--- src/si_pkg.sv ---
package si_pkg;

    // bus geometry
    localparam int          ADDR_W        = 8;
    localparam logic [1:0]  RESP_OKAY     = 2'h0;
    localparam logic [1:0]  RESP_SLVERR   = 2'h2;

    // register map
    localparam logic [ADDR_W-1:0] CTRL_STATUS_OFFSET = 8'h00;
    localparam logic [7:0]  CTRL_STATUS_RESET = 8'h00;
    localparam int          WDG_FLAG_BIT  = 0;
    localparam int          LVD_FLAG_BIT  = 4;
    localparam int          AUX_FLAG_BIT  = 5;
    localparam int          AUX_EN_BIT    = 6;

    // timing
    localparam int          CNT_W         = 13;
    localparam int          CLK_PERIOD_NS = 5;
    localparam int          DELAY_SHORT_CYC = 256;
    localparam int          DELAY_LONG_CYC  = 4096;
    localparam int          WDG_PULSE_NS  = 200;
    localparam int          WDG_PULSE_CYC =
        (WDG_PULSE_NS + CLK_PERIOD_NS - 1) / CLK_PERIOD_NS;
    localparam int          PIN_SETTLE_CYC = 4;

    // reset sequencer phases
    typedef enum logic [1:0] {
        SEQ_RUN    = 2'b00,
        SEQ_ACTIVE = 2'b01,
        SEQ_DELAY  = 2'b10
    } seq_state_e;

    // axi4-lite master to slave
    typedef struct packed {
        logic              awvalid;
        logic [ADDR_W-1:0] awaddr;
        logic              wvalid;
        logic [31:0]       wdata;
        logic [3:0]        wstrb;
        logic              bready;
        logic              arvalid;
        logic [ADDR_W-1:0] araddr;
        logic              rready;
    } axil_req_s;

    // axi4-lite slave to master
    typedef struct packed {
        logic        awready;
        logic        wready;
        logic        bvalid;
        logic [1:0]  bresp;
        logic        arready;
        logic        rvalid;
        logic [31:0] rdata;
        logic [1:0]  rresp;
    } axil_rsp_s;

endpackage : si_pkg

--- src/si_sync3.sv ---
`timescale 1ns/100ps
`default_nettype none

module si_sync3 #(
    parameter logic RESET_LEVEL = 1'b0
) (
    // clock and reset
    input  wire logic clock,
    input  wire logic reset,
    // asynchronous level in, filtered level out
    input  wire logic async_in,
    output var  logic level_q
);

    logic s1_q;
    logic s2_q;
    logic s3_q;

    // three stages, change taken when stages two and three agree
    always_ff @(posedge clock or posedge reset) begin
        if (reset) begin
            s1_q    <= RESET_LEVEL;
            s2_q    <= RESET_LEVEL;
            s3_q    <= RESET_LEVEL;
            level_q <= RESET_LEVEL;
        end else begin
            s1_q <= async_in;
            s2_q <= s1_q;
            s3_q <= s2_q;
            if (s2_q == s3_q) begin
                level_q <= s3_q;
            end
        end
    end

endmodule : si_sync3

`default_nettype wire

--- src/si_timer.sv ---
`timescale 1ns/100ps
`default_nettype none

module si_timer #(
    parameter int W = 13
) (
    // clock and reset
    input  wire logic         clock,
    input  wire logic         reset,
    // load and status
    input  wire logic         load,
    input  wire logic [W-1:0] load_val,
    output logic              zero,
    output logic [W-1:0]      left
);

    logic [W-1:0] count_q;

    // down counter, stops at zero
    always_ff @(posedge clock or posedge reset) begin
        if (reset) begin
            count_q <= '0;
        end else if (load) begin
            count_q <= load_val;
        end else if (count_q != '0) begin
            count_q <= count_q - W'(1);
        end
    end

    assign zero = (count_q == '0);
    assign left = count_q;

endmodule : si_timer

`default_nettype wire

--- src/system_integrity_reset_flags.sv ---
// Contract
// - hold reset pin low during low-voltage reset
// - watchdog underflow drives pin low minimum time
// - bit 5 live aux comparator copy, read-only
// - bit 6 enables toggle interrupt, cleared on entry
// - aux detection works only with detector enabled
// - no aux interrupt during reset delay; a write setting bit 6 while the aux flag is set still raises one in any phase
// - enable below threshold gives immediate interrupt
// - enable above threshold gives no immediate interrupt
// - aux interrupt wakes processor from wait
// - halt freezes register, no wake from halt
// - interrupt needs enable and cleared cpu mask
// - bit 4 set by low-voltage reset, write-zero clears
// - low-voltage flag survives pin, watchdog resets
// - low-voltage flag meaningless without detector
// - bit 0 watchdog flag, cleared by write, lvd
// - two flags encode last reset cause
// - bits 7 and 3:1 read zero
// - enable resets zero, flags keep history
// - internal reset held 256 or 4096 cycles
//
// The AXI4-Lite register port and the placing of the registers were chosen for this implementation.
`timescale 1ns/100ps
`default_nettype none

module system_integrity_reset_flags #(
    parameter int DELAY_SHORT = si_pkg::DELAY_SHORT_CYC,
    parameter int DELAY_LONG  = si_pkg::DELAY_LONG_CYC,
    parameter int WDG_PULSE   = si_pkg::WDG_PULSE_CYC
) (
    // clock and reset
    input  wire logic              clock,
    input  wire logic              reset,
    // register bus
    input  wire si_pkg::axil_req_s axil_req,
    output si_pkg::axil_rsp_s      axil_rsp,
    // option configuration
    input  wire logic              opt_lvd_enable,
    input  wire logic              opt_long_delay,
    // analog detector and watchdog events
    input  wire logic              lvd_below,
    input  wire logic              aux_below,
    input  wire logic              watchdog_underflow,
    // open-drain reset pin
    input  wire logic              rst_pin_i,
    output logic                   rst_pin_o,
    output logic                   rst_pin_oe,
    // processor side
    input  wire logic              cpu_irq_mask,
    input  wire logic              cpu_irq_ack,
    input  wire logic              cpu_wait,
    input  wire logic              cpu_halt,
    output logic                   internal_reset,
    output logic                   aux_irq,
    output logic                   wake_from_wait
);

    localparam int CW = si_pkg::CNT_W;

    typedef struct packed {
        si_pkg::seq_state_e        seq;
        logic                      src_lvd;
        logic                      src_wdg;
        logic                      aux_flag;
        logic                      aux_en;
        logic                      pend;
        logic                      lvd_rf;
        logic                      wdg_rf;
        logic                      irq;
        logic                      wake;
        logic                      pin_oe;
        logic                      int_rst;
        logic                      aw_have;
        logic [si_pkg::ADDR_W-1:0] aw_addr;
        logic                      w_have;
        logic [7:0]                w_data;
        logic                      w_strb0;
        logic                      awready;
        logic                      wready;
        logic                      bvalid;
        logic [1:0]                bresp;
        logic                      arready;
        logic                      rvalid;
        logic [7:0]                rdata;
        logic [1:0]                rresp;
    } state_s;

    state_s         s_q;
    state_s         s_d;
    logic           lvd_lvl;
    logic           aux_lvl;
    logic           pin_lvl;
    logic           t_load;
    logic [CW-1:0]  t_val;
    logic           t_zero;
    logic [CW-1:0]  t_left;

    // register image, reserved bits zero
    function automatic logic [7:0] reg_image(input state_s s);
        logic [7:0] v;
        v = si_pkg::CTRL_STATUS_RESET;
        v[si_pkg::AUX_EN_BIT]   = s.aux_en;
        v[si_pkg::AUX_FLAG_BIT] = s.aux_flag;
        v[si_pkg::LVD_FLAG_BIT] = s.lvd_rf;
        v[si_pkg::WDG_FLAG_BIT] = s.wdg_rf;
        return v;
    endfunction : reg_image

    // only one register word is mapped
    function automatic logic hit(input logic [si_pkg::ADDR_W-1:0] a);
        return a[si_pkg::ADDR_W-1:2] ==
               si_pkg::CTRL_STATUS_OFFSET[si_pkg::ADDR_W-1:2];
    endfunction : hit

    // synchronisers for analog and pin levels
    si_sync3 #(.RESET_LEVEL(1'b0)) u_sync_lvd (
        .clock    (clock),
        .reset    (reset),
        .async_in (lvd_below),
        .level_q  (lvd_lvl)
    );

    si_sync3 #(.RESET_LEVEL(1'b0)) u_sync_aux (
        .clock    (clock),
        .reset    (reset),
        .async_in (aux_below),
        .level_q  (aux_lvl)
    );

    si_sync3 #(.RESET_LEVEL(1'b1)) u_sync_pin (
        .clock    (clock),
        .reset    (reset),
        .async_in (rst_pin_i),
        .level_q  (pin_lvl)
    );

    // shared pulse and delay counter
    si_timer #(.W(CW)) u_timer (
        .clock    (clock),
        .reset    (reset),
        .load     (t_load),
        .load_val (t_val),
        .zero     (t_zero),
        .left     (t_left)
    );

    // next-state logic
    always_comb begin
        logic lvd_req;
        logic act_done;
        logic enter_rst;
        logic do_wr;
        logic [si_pkg::ADDR_W-1:0] wa;
        logic [7:0] wd;
        logic ws;
        logic aux_now;
        s_d       = s_q;
        t_load    = 1'b0;
        t_val     = '0;
        lvd_req   = lvd_lvl & opt_lvd_enable;
        act_done  = 1'b0;
        enter_rst = 1'b0;
        do_wr     = 1'b0;
        wa        = s_q.aw_addr;
        wd        = s_q.w_data;
        ws        = s_q.w_strb0;
        aux_now   = 1'b0;

        // reset sequencer
        case (s_q.seq)
            si_pkg::SEQ_RUN: begin
                if (watchdog_underflow && !lvd_req) begin
                    s_d.seq     = si_pkg::SEQ_ACTIVE;
                    s_d.src_lvd = 1'b0;
                    s_d.src_wdg = 1'b1;
                    t_load      = 1'b1;
                    t_val       = CW'(WDG_PULSE);
                    enter_rst   = 1'b1;
                end else if (!pin_lvl && !lvd_req) begin
                    s_d.seq     = si_pkg::SEQ_ACTIVE;
                    s_d.src_lvd = 1'b0;
                    s_d.src_wdg = 1'b0;
                    enter_rst   = 1'b1;
                end
            end
            si_pkg::SEQ_ACTIVE: begin
                if (s_q.src_lvd) begin
                    act_done = !lvd_req;
                end else if (s_q.src_wdg) begin
                    act_done = t_zero;
                end else begin
                    act_done = pin_lvl;
                end
                if (act_done) begin
                    s_d.seq = si_pkg::SEQ_DELAY;
                    t_load  = 1'b1;
                    t_val   = opt_long_delay ? CW'(DELAY_LONG)
                                             : CW'(DELAY_SHORT);
                end
            end
            si_pkg::SEQ_DELAY: begin
                if (t_zero) begin
                    s_d.seq = si_pkg::SEQ_RUN;
                end
            end
            default: begin
                s_d.seq = si_pkg::SEQ_RUN;
            end
        endcase

        // low-voltage reset overrides every phase
        if (lvd_req) begin
            enter_rst   = s_q.seq != si_pkg::SEQ_ACTIVE || !s_q.src_lvd;
            s_d.seq     = si_pkg::SEQ_ACTIVE;
            s_d.src_lvd = 1'b1;
            s_d.src_wdg = 1'b0;
        end

        // interrupt acknowledge on handler entry
        if (cpu_irq_ack) begin
            s_d.pend = 1'b0;
        end

        // write address and data channels, either order
        if (axil_req.awvalid && s_q.awready) begin
            s_d.aw_have = 1'b1;
            s_d.aw_addr = axil_req.awaddr;
            wa          = axil_req.awaddr;
        end
        if (axil_req.wvalid && s_q.wready) begin
            s_d.w_have  = 1'b1;
            s_d.w_data  = axil_req.wdata[7:0];
            s_d.w_strb0 = axil_req.wstrb[0];
            wd          = axil_req.wdata[7:0];
            ws          = axil_req.wstrb[0];
        end
        if (s_q.bvalid && axil_req.bready) begin
            s_d.bvalid = 1'b0;
        end
        if (s_d.aw_have && s_d.w_have && !s_q.bvalid) begin
            s_d.aw_have = 1'b0;
            s_d.w_have  = 1'b0;
            s_d.bvalid  = 1'b1;
            s_d.bresp   = hit(wa) ? si_pkg::RESP_OKAY
                                  : si_pkg::RESP_SLVERR;
            do_wr       = hit(wa) && ws && !cpu_halt;
        end

        // register write: flags only clear, enable stores
        if (do_wr) begin
            s_d.aux_en = wd[si_pkg::AUX_EN_BIT];
            if (!wd[si_pkg::LVD_FLAG_BIT]) begin
                s_d.lvd_rf = 1'b0;
            end
            if (!wd[si_pkg::WDG_FLAG_BIT]) begin
                s_d.wdg_rf = 1'b0;
            end
            if (wd[si_pkg::AUX_EN_BIT] && !s_q.aux_en &&
                s_q.aux_flag) begin
                s_d.pend = 1'b1;
            end
        end

        // read channel
        if (s_q.rvalid && axil_req.rready) begin
            s_d.rvalid = 1'b0;
        end
        if (axil_req.arvalid && s_q.arready) begin
            s_d.rvalid = 1'b1;
            s_d.rdata  = hit(axil_req.araddr) ? reg_image(s_q) : 8'h00;
            s_d.rresp  = hit(axil_req.araddr) ? si_pkg::RESP_OKAY
                                              : si_pkg::RESP_SLVERR;
        end

        // aux comparator tracking and toggle detection
        if (!cpu_halt) begin
            aux_now      = aux_lvl & opt_lvd_enable;
            s_d.aux_flag = aux_now;
            if (aux_now != s_q.aux_flag && s_q.aux_en &&
                s_q.seq == si_pkg::SEQ_RUN) begin
                s_d.pend = 1'b1;
            end
        end

        // a new reset clears the enable and pending state
        if (enter_rst) begin
            s_d.aux_en = 1'b0;
            s_d.pend   = 1'b0;
        end

        // reset cause flags, hardware set wins over write
        if (lvd_req) begin
            s_d.lvd_rf = 1'b1;
            s_d.wdg_rf = 1'b0;
        end else if (enter_rst && s_d.src_wdg) begin
            s_d.wdg_rf = 1'b1;
        end

        if (!opt_lvd_enable) begin
            s_d.pend = 1'b0;
        end

        // interrupt and wake lines
        s_d.irq  = s_d.pend && s_d.aux_en && !cpu_irq_mask;
        s_d.wake = s_d.pend && s_d.aux_en && cpu_wait &&
                   !cpu_halt;

        // pin drive: own sources while active, any source in delay, released before the end
        s_d.pin_oe = (s_d.seq == si_pkg::SEQ_ACTIVE &&
                      (s_d.src_lvd || s_d.src_wdg)) ||
                     (s_d.seq == si_pkg::SEQ_DELAY &&
                      (t_load || t_left > CW'(si_pkg::PIN_SETTLE_CYC)));
        s_d.int_rst = s_d.seq != si_pkg::SEQ_RUN;

        // bus readiness
        s_d.awready = !s_d.aw_have && !s_d.bvalid;
        s_d.wready  = !s_d.w_have && !s_d.bvalid;
        s_d.arready = !s_d.rvalid;
    end

    // state register, power-up reset starts in run phase, internal reset held until the first edge
    always_ff @(posedge clock or posedge reset) begin
        if (reset) begin
            s_q         <= '0;
            s_q.seq     <= si_pkg::SEQ_RUN;
            s_q.int_rst <= 1'b1;
        end else begin
            s_q <= s_d;
        end
    end

    // outputs straight from the state register, pin data tied low
    assign axil_rsp.awready = s_q.awready;
    assign axil_rsp.wready  = s_q.wready;
    assign axil_rsp.bvalid  = s_q.bvalid;
    assign axil_rsp.bresp   = s_q.bresp;
    assign axil_rsp.arready = s_q.arready;
    assign axil_rsp.rvalid  = s_q.rvalid;
    assign axil_rsp.rdata   = {24'h000000, s_q.rdata};
    assign axil_rsp.rresp   = s_q.rresp;
    assign rst_pin_o        = 1'b0;                 // open drain low
    assign rst_pin_oe       = s_q.pin_oe;
    assign internal_reset   = s_q.int_rst;
    assign aux_irq          = s_q.irq;
    assign wake_from_wait   = s_q.wake;

endmodule : system_integrity_reset_flags

`default_nettype wire

--- config.mk ---
export PLATFORM = sky130hd
export DESIGN_NAME = system_integrity_reset_flags
export DESIGN_NICKNAME = d
export VERILOG_FILES = /design/src/si_pkg.sv /design/src/si_sync3.sv /design/src/si_timer.sv /design/src/system_integrity_reset_flags.sv
export SDC_FILE = /design/constraint.sdc
export NUM_CORES = 1
export LEC_CHECK = 0
export ABC_AREA = 1
export BUFFER_PORTS_ARGS = -buffer_cell sky130_fd_sc_hd__buf_4
export CAP_MARGIN = 30
export CORE_MARGIN = 2
export CORE_UTILIZATION = 49
export DETAILED_ROUTE_END_ITERATION = 8
export HOLD_SLACK_MARGIN = 0.03
export PLACE_DENSITY = 0.87
export SLEW_MARGIN = 25
export SYNTH_ARGS = -nofsm -noshare
export SYNTH_HDL_FRONTEND = slang
export SYNTH_SLANG_ARGS = --single-unit
--- constraint.sdc ---
create_clock -name clock -period 1.9 [get_ports clock]
set_input_delay 0.19 -clock clock [delete_from_list [all_inputs] [get_ports clock]]
set_output_delay 0.19 -clock clock [all_outputs]
set_load 0.02 [all_outputs]
# Word level (Yosys, flattened, before mapping)
# Index checks and enable logic that the tools add are counted.
# word_totals
output_inout_bits,46
register_bits,74
# op_classes
bitwise,2
magnitude_cmp,1
n_mux,50
add_sub_neg,1
eq_ne,11
n_reduce_logical,50
# ops
cell,n
$mux W13,4
$pmux W13 S2,1
$mux W1,25
$logic_and A1 B1 Y1,24
$mux W4,4
$mux W7,2
$gt A13 B3 Y1 const B,1
$logic_not A13 Y1,1
$reduce_bool A13 Y1,1
$sub A13 B1 Y13 const B,1
$logic_not A6 Y1,2
$mux W2,6
$logic_not A1 Y1,11
$mux W11,1
$mux W10,1
$mux W9,1
$mux W8,1
$mux W6,1
$pmux W2 S3,1
$reduce_bool A2 Y1,3
$eq A2 B1 Y1 const B,2
$eq A2 B2 Y1 const B,2
$logic_or A1 B1 Y1,4
$reduce_and A2 Y1,2
other kinds (10),13

# Logic depth before layout (Yosys ltp)
# Gate-level depths: netlist (run 1).
# logic_depth
word_depth,14
mapped_depth,13
depth_no_buf,11

# Cells and area by module
# Synthesis (run 1) repeated with hierarchy kept, for this count alone.
# hier_totals
hier_cells,427
area_unflattened_um2,3358.2
# by_module_without_submodules
module,area_each_um2,seq_area_each_um2,instances,cells_per_inst
system_integrity_reset_flags,2065.7,902.1,1,257
si_timer,927.1,325.3,1,143
si_sync3 (u_sync_aux ...),120.1,100.1,2,9
si_sync3 (u_sync_pin),125.1,105.1,1,9

# Worst setup path after synthesis (run 1)
# Ideal clock, no wire load.
# synth_path
kind,register to register
start,"register u_timer.count_q[0], in the netlist u_timer.left[0]"
end,"register u_timer.count_q[6], in the netlist u_timer.left[6]"
n_path_buf,1
setup_ns,0.132
arrival_time_ns,1.407
stages_incl_launch_ff,11
synth_period_minus_slack_ns,1.539
setup_slack_ns,0.361
cell_sequence,dfrtp_1 inv_1 ha_1 nand2_1 nor2_2 nand3_1 nand2_1 nand3_2 buf_6 nand2_1 a211oi_1
# synth_between
elab_chain_len,7
word_cells_on_any_way,13
# synth_lines
item,line_no,rtl
from (decl),si_timer.sv:17,logic [W-1:0] count_q;
from (signal assigned),si_timer.sv:24,count_q <= load_val;
from (signal assigned),si_timer.sv:26,count_q <= count_q - W'(1);
$logic_not A13 Y1,si_timer.sv:30,assign zero = (count_q == '0);
$mux W1,system_integrity_reset_flags.sv:189,end else if (s_q.src_wdg) begin
$mux W1,system_integrity_reset_flags.sv:187,if (s_q.src_lvd) begin
$mux W1,system_integrity_reset_flags.sv:170,case (s_q.seq)
$mux W13 or $mux W1 (tied branches),system_integrity_reset_flags.sv:194,if (act_done) begin
$pmux W13 S2 or $pmux W1 S2 (tied branches),system_integrity_reset_flags.sv:170,
$mux W13 or $reduce_bool A2 Y1 (tied branches),--,
# Several ways; a longest one is shown, not always the timed one. The select of a mux whose other input is x is not followed.
# A chain may end at the register's enable or synchronous reset.

# Final worst setup path (run 1)
# layout_path
start,"register u_timer.count_q[5], in the netlist u_timer.left[5]"
end,"register u_timer.count_q[8], in the netlist u_timer.left[8]"
# Same word-level chain as after synthesis.

==> reports/qor.csv, run 1 <==
metric,value,unit
status,"complete, no violations",
Compound-Gate Fraction of Synth Area,6.592,%
hpwl dp,4281,um
PD cells,1392,nW/um^2
"delay-heaviest family, CP",simple AND/OR/NAND/NOR gates,
RSZ-0062 raised after global routing,no,
Hold Path Class,primary input to flop,
crit path kind,flop to flop,
CP peak stage delay,430,ps
diodes inserted,0,
Post-Route Skew,9.531,ps
clock buffers created by TritonCTS,9,
DR vias/cell,4.801,
Yosys cell types,37,
area grow syn2layout,16.72,%
first-pass GRT wire length,9473,um
CTS tree,yes,
simple-gate share of the synthesized area,22.87,%
"commonest non-fill, non-tap cell in the layout",nand2_1,
CTS root buf,clkbuf_8,
Critical R2R Launch,u_timer.left[5],
CP required,2170,ps
"commonest cells after routing, fill and taps aside","nand2_1, dfrtp_1, buf_4",
IO Port Bufs,47,
routed length per placed instance,11.23,um
crit share post-route,91.11,%
hold worst-path end,axil_rsp[38],
Hold Path Origin,axil_req[10],
top achievable clock speed,0.5777,GHz
Worst setup EP type,flop,
"Reg clk slew, reported paths",60,ps
minimum clock period,1731,ps
Max-slew headroom,63.92,%
CP Launch Type,flop,
GRT Overall Usage,16.96,%
peak supply drop,0.5913,mV
DRT Wirelength,5525,um
Mapped Cells,356,
worst path cell trace,nor2_4 -> nand2_2 -> nor2_2 -> nand3_1 -> nand2_1 -> nand3_4 -> or2_1 -> nand2_1 -> nand2_1 -> inv_1,
Final ANT Viol Nets,0,
slowest CP cell,dfrtp_1,
Post-Syn Area,3113,sq um
final setup vio count,0,
"Hold Violations, Final",0,
crit path launch,u_timer.left[5],
leakage power,1.908,nW
global placement routability congestion,0.8221,
largest net degree at the start of global routing,38,
R2R setup slack,170,ps
post-CTS setup buffer count,0,
die width,83.71,um
worst skew pair latency,330,ps
Synth Area in Adders,1.768,%
drt drc,0,
initial antenna violation count,0,
Synth Area in XOR/XNOR,1.407,%
final worst slack,168.9,ps
R2R depth,10,
max-cap check violation count,0,
post-synthesis mux area share,0.7235,%
number of synthesized register bits,61,
Final Max Tran Viols,0,
hold-critical path depth,2,
Vias,2362,
Nets,481,
clk sink count,61,
synth warn,0,
initial core utilization,49.88,%
htree depth,3,
share of the yosys chip area belonging to registers,49.24,%
clk buf depth,2,
worst flop-to-flop path endpoint,u_timer.left[8],
Die H,83.71,um
vias in the first global route,2303,
row cnt,29,
total grt overflow,0,
actual transition at the worst max-transition pin,540.3,ps
CP arrival,2000,ps
Total Neg Setup Slack,0,ps
CP Max Fanout,9,
drt first pass iters,4,
dpl ws,151.3,ps
cell mode on critical path,nand2_1,
io pins,115,
Mapped Avg Cell Area,8.744,sq um
share of cells above drive strength 1,24.10,%
largest family of logic cells by synthesized area,simple AND/OR/NAND/NOR gates,
core area,6241,sq um
area of the die,7007,sq um
number of DRC markers in iteration 0,179,
hold_ws,73.00,ps
crit path buf inv count,1,
## logic make-up (layout without fill, tap and decap cells)
family / Yosys count / in the layout
xor gates and xnor gates: 5 / 5
AOI/OAI and AO/OA: 35 / 35
and+or+nand+nor: 153 / 153
other: 1 / 31
DFF: 61 / 61
buffers and inverters: 94 / 123
muxes: 2 / 2
adders and majority gates: 5 / 5
## timing repair
action                                  4_1_cts  5_1_grt
hold buffers                                  5        0
gates resized for setup                       0        3
endpoints found under the hold margin        24        0
endpoints found under the setup margin        0        3
## power by group
group	total [mW]	leakage (nW)	internal [mW]	switching, mW
combinational	2.08	1.07	0.796	1.28
clock	1.05	0.0931	0.599	0.455
sequential	1.93	0.740	1.70	0.232
## metrics by stage
stage | std cells | power [mW] | util [%] | instance area, sq um
2_1_floorplan | 386 | 3.546 | - | 3226
3_3_place_gp | 471 | 3.884 | 54.31 | 3390
3_5_place_dp | 471 | 3.987 | 54.31 | 3390
4_1_cts | 492 | 5.085 | 58.06 | 3623
5_1_grt | 492 | 5.471 | 58.22 | 3633
6_report | 492 | 5.059 | 58.22 | 3633
## layout make-up
class / count / area, sq um
inverter: 46 / 172.7
clock inverter: 5 / 52.55
sequential: 61 / 1533
tap: 77 / 96.34
timing repair buffer: 61 / 483.0
multi-input combinational: 231 / 1165
clock buffer: 11 / 131.4
fill: 528 / 2608
## worst max path at each step
stage / slack (ps) / depth (start not counted) / end
finish: 170 / 10 / u_timer.left[8]
global route: 10 / 10 / u_timer.left[8]
CTS: 130 / 10 / u_timer.left[8]
detailed placement: 150 / 10 / u_timer.left[12]
global placement: 200 / 9 / u_timer.left[12]
floorplan: 210 / 1 / aux_irq
## layer usage
| metal | up-vias | routed length (um) | global-route usage [%] |
|---|---|---|---|
| li1 | 1165 | - | - |
| met1 | 1109 | 2397 | 20.44 |
| met2 | 77 | 2696 | 27.56 |
| met3 | 11 | 288 | 3.165 |
| met4 | 0 | 143 | 11.44 |
| met5 | - | 0 | 0 |
## state kept, by name, indices dropped and copies added, names as in the netlist
signal / flops
aux_irq: 1
axil_rsp: 11
internal_reset: 1
rst_pin_oe: 1
s_q: 21
u_sync_aux.level_q: 1
u_sync_aux.s1_q: 1
u_sync_aux.s2_q: 1
u_sync_aux.s3_q: 1
u_sync_lvd.level_q: 1
u_sync_lvd.s1_q: 1
u_sync_lvd.s2_q: 1
u_sync_lvd.s3_q: 1
u_sync_pin.level_q: 1
u_sync_pin.s1_q: 1
u_sync_pin.s2_q: 1
u_sync_pin.s3_q: 1
u_timer.left: 13
wake_from_wait: 1
## Yosys cell counts, drive strengths merged
cell / n / area share, %
nor2: 32 / 4.5
ha: 2 / 0.80
xor2: 4 / 1.1
dfrtp: 56 / 45
nand3b: 1 / 0.24
o21a: 2 / 0.48
clkbuf: 1 / 0.12
nand4: 9 / 1.8
conb: 1 / 0.12
dfstp: 5 / 4.2
buf: 47 / 12
nor3b: 1 / 0.24
inv: 46 / 5.5
a21oi: 11 / 2.3
mux2: 2 / 0.72
nor3: 3 / 0.48
xnor2: 1 / 0.28
maj3: 3 / 0.96
nand3: 29 / 4.8
nand2: 73 / 9.8
a31oi: 2 / 0.40
nor4: 1 / 0.20
a211oi: 3 / 0.72
o21ai: 17 / 2.7
and3: 1 / 0.20
or2: 3 / 0.60
Power figures use the tool's default switching activity.
==> inputs of run 2 (changes only) <==
--- a/config.mk
+++ b/config.mk
@@ -10,8 +10,10 @@
 export CAP_MARGIN = 30
 export CORE_MARGIN = 2
 export CORE_UTILIZATION = 49
+export CTS_CLUSTER_SIZE = 10
 export DETAILED_ROUTE_END_ITERATION = 8
 export HOLD_SLACK_MARGIN = 0.03
+export MAX_ROUTING_LAYER = met4
 export PLACE_DENSITY = 0.87
 export SLEW_MARGIN = 25
 export SYNTH_ARGS = -nofsm -noshare
==> run 2 against run 1 <==
  * Register-to-register slack hardly changed
  * Count of clock-buffer cells in the layout stayed put
  * Clock skew hardly changed
  * Sequential share of layout area stayed put
  * Routed wire length is 0.14% lower
  * Sequential power hardly changed
  * Power hardly changed
  * Clock power hardly changed
  * Largest cell class unchanged
  * Largest power group unchanged
==> reports/qor.csv, run 2 (same netlist as run 1, synthesis figures left out) <==
metric,value,unit,change
status,"complete, no violations",,
core area,6241,sq um,unchanged
placed cell areas,3390,sq um,unchanged
R2R depth,10,,unchanged
leakage power,1.908,nW,unchanged
routed length per placed instance,11.21,um,-0.14%
area grow syn2layout,16.72,%,unchanged
CTS tree,yes,,
CP Launch Type,flop,,
area of the die,7007,sq um,unchanged
"Hold Violations, Final",0,,unchanged
clk sink count,61,,unchanged
slowest CP cell,dfrtp_1,,
share of cells above drive strength 1,24.10,%,unchanged
final worst slack,166.7,ps,-2.147 ps
post-CTS setup buffer count,0,,unchanged
diodes inserted,0,,unchanged
initial core utilization,49.88,%,unchanged
global placement routability congestion,0.8344,,+1.5%
GRT Overall Usage,17.51,%,+0.55 points
actual transition at the worst max-transition pin,540.5,ps,+0.2017 ps
CP arrival,2000,ps,about the same
IO Port Bufs,47,,unchanged
RSZ-0062 raised after global routing,no,,
Nets,481,,unchanged
io pins,115,,unchanged
peak supply drop,0.5911,mV,about the same
Final ANT Viol Nets,0,,unchanged
final setup vio count,0,,unchanged
max-cap check violation count,0,,unchanged
Die H,83.71,um,unchanged
worst skew pair latency,330,ps,about the same
CTS root buf,clkbuf_8,,
CP required,2170,ps,about the same
hpwl dp,4281,um,unchanged
"Reg clk slew, reported paths",60,ps,about the same
crit share post-route,91.23,%,+0.11 points
Vias,2364,,+0.085%
worst path cell trace,nor2_4 -> nand2_2 -> nor2_2 -> nand3_1 -> nand2_1 -> nand3_4 -> or2_1 -> nand2_1 -> nand2_1 -> inv_1,,
clk buf depth,2,,unchanged
CP Max Fanout,9,,unchanged
crit path kind,flop to flop,,
Total Neg Setup Slack,0,ps,unchanged
initial antenna violation count,0,,unchanged
finished layout cell area,3633,sq um,unchanged
Post-Route Skew,9.502,ps,-0.02820 ps
dpl ws,151.3,ps,unchanged
DR vias/cell,4.805,,about the same
Worst setup EP type,flop,,
clock buffers created by TritonCTS,9,,unchanged
die width,83.71,um,unchanged
number of DRC markers in iteration 0,184,,+2.8%
largest net degree at the start of global routing,38,,unchanged
top achievable clock speed,0.5769,GHz,-0.12%
Hold Path Class,primary input to flop,,
Max-slew headroom,63.91,%,about the same
row cnt,29,,unchanged
htree depth,3,,unchanged
hold-critical path depth,2,,unchanged
drt first pass iters,4,,unchanged
drt drc,0,,unchanged
DRT Wirelength,5517,um,-0.14%
Top reg by flops,s_q,,
total grt overflow,0,,unchanged
Final Max Tran Viols,0,,unchanged
cell mode on critical path,nand2_1,,
CP peak stage delay,430,ps,about the same
vias in the first global route,2304,,+0.043%
max reg flops,21,,unchanged
"commonest cells after routing, fill and taps aside","nand2_1, dfrtp_1, buf_4",,
"commonest non-fill, non-tap cell in the layout",nand2_1,,
PD cells,1392,nW/um^2,about the same
minimum clock period,1733,ps,+2.147 ps
first-pass GRT wire length,9480,um,about the same
run 2: power breakdown:
| group | leakage, nW | internal (mW) | switching [mW] |
|---|---|---|---|
| logic | 1.07 | 0.796 | 1.28 |
| clock network | 0.0931 | 0.599 | 0.456 |
| registers | 0.740 | 1.70 | 0.232 |
| total | 1.91 | 3.09 | 1.97 |
run 2: final cells by class:
cell class	count	area, sq um
clock buffers	11	131.4
inverters	46	172.7
clock inverters	5	52.55
flip-flops and latches	61	1533
multi-input cells	231	1165
fillers	528	2608
repair buffers	61	483.0
well taps	77	96.34
run 2: worst paths after layout:
kind	start	endpoint	slack (ps)
min in group asynchronous	reset	u_sync_aux.s1_q	470
max reg2reg	u_timer.left[5]	u_timer.left[8]	170
min	axil_req[10]	axil_rsp[38]	70
max	u_timer.left[5]	u_timer.left[8]	170
min reg2reg	u_sync_lvd.s1_q	u_sync_lvd.s2_q	350
max in group asynchronous	reset	internal_reset	790
run 2: layer usage:
metal / vias to the layer above / track usage (%) / routed length [um]
met5: - / - / 0
li1: 1165 / - / -
met3: 13 / 3.462 / 301
met4: 0 / 11.44 / 142
met2: 85 / 27.56 / 2685
met1: 1101 / 20.44 / 2387
run 2: what timing repair did:
item / CTS / global route
endpoints found under the setup margin: 0 / 3
hold buffers: 5 / 0
hold endpoints to repair: 24 / 0
resized for setup: 0 / 3
run 2: worst max-delay path, delay by kind of cell, from the launching register on:
| kind | cells | cell delay, ps |
|---|---|---|
| flops | 1 | 430 |
| simple gates | 9 | 1190 |
| buf+inv | 1 | 60 |
run 2: per-stage QoR:
step           total power [mW]  instances  util [%]  hold slack, ps
6_report                  5.058        492     58.22           72.50
4_1_cts                   5.085        492     58.06           53.44
3_5_place_dp              3.987        471     54.31           274.3
2_1_floorplan             3.546        386         -           194.5
3_3_place_gp              3.884        471     54.31           275.6
5_1_grt                   5.474        492     58.22           59.33
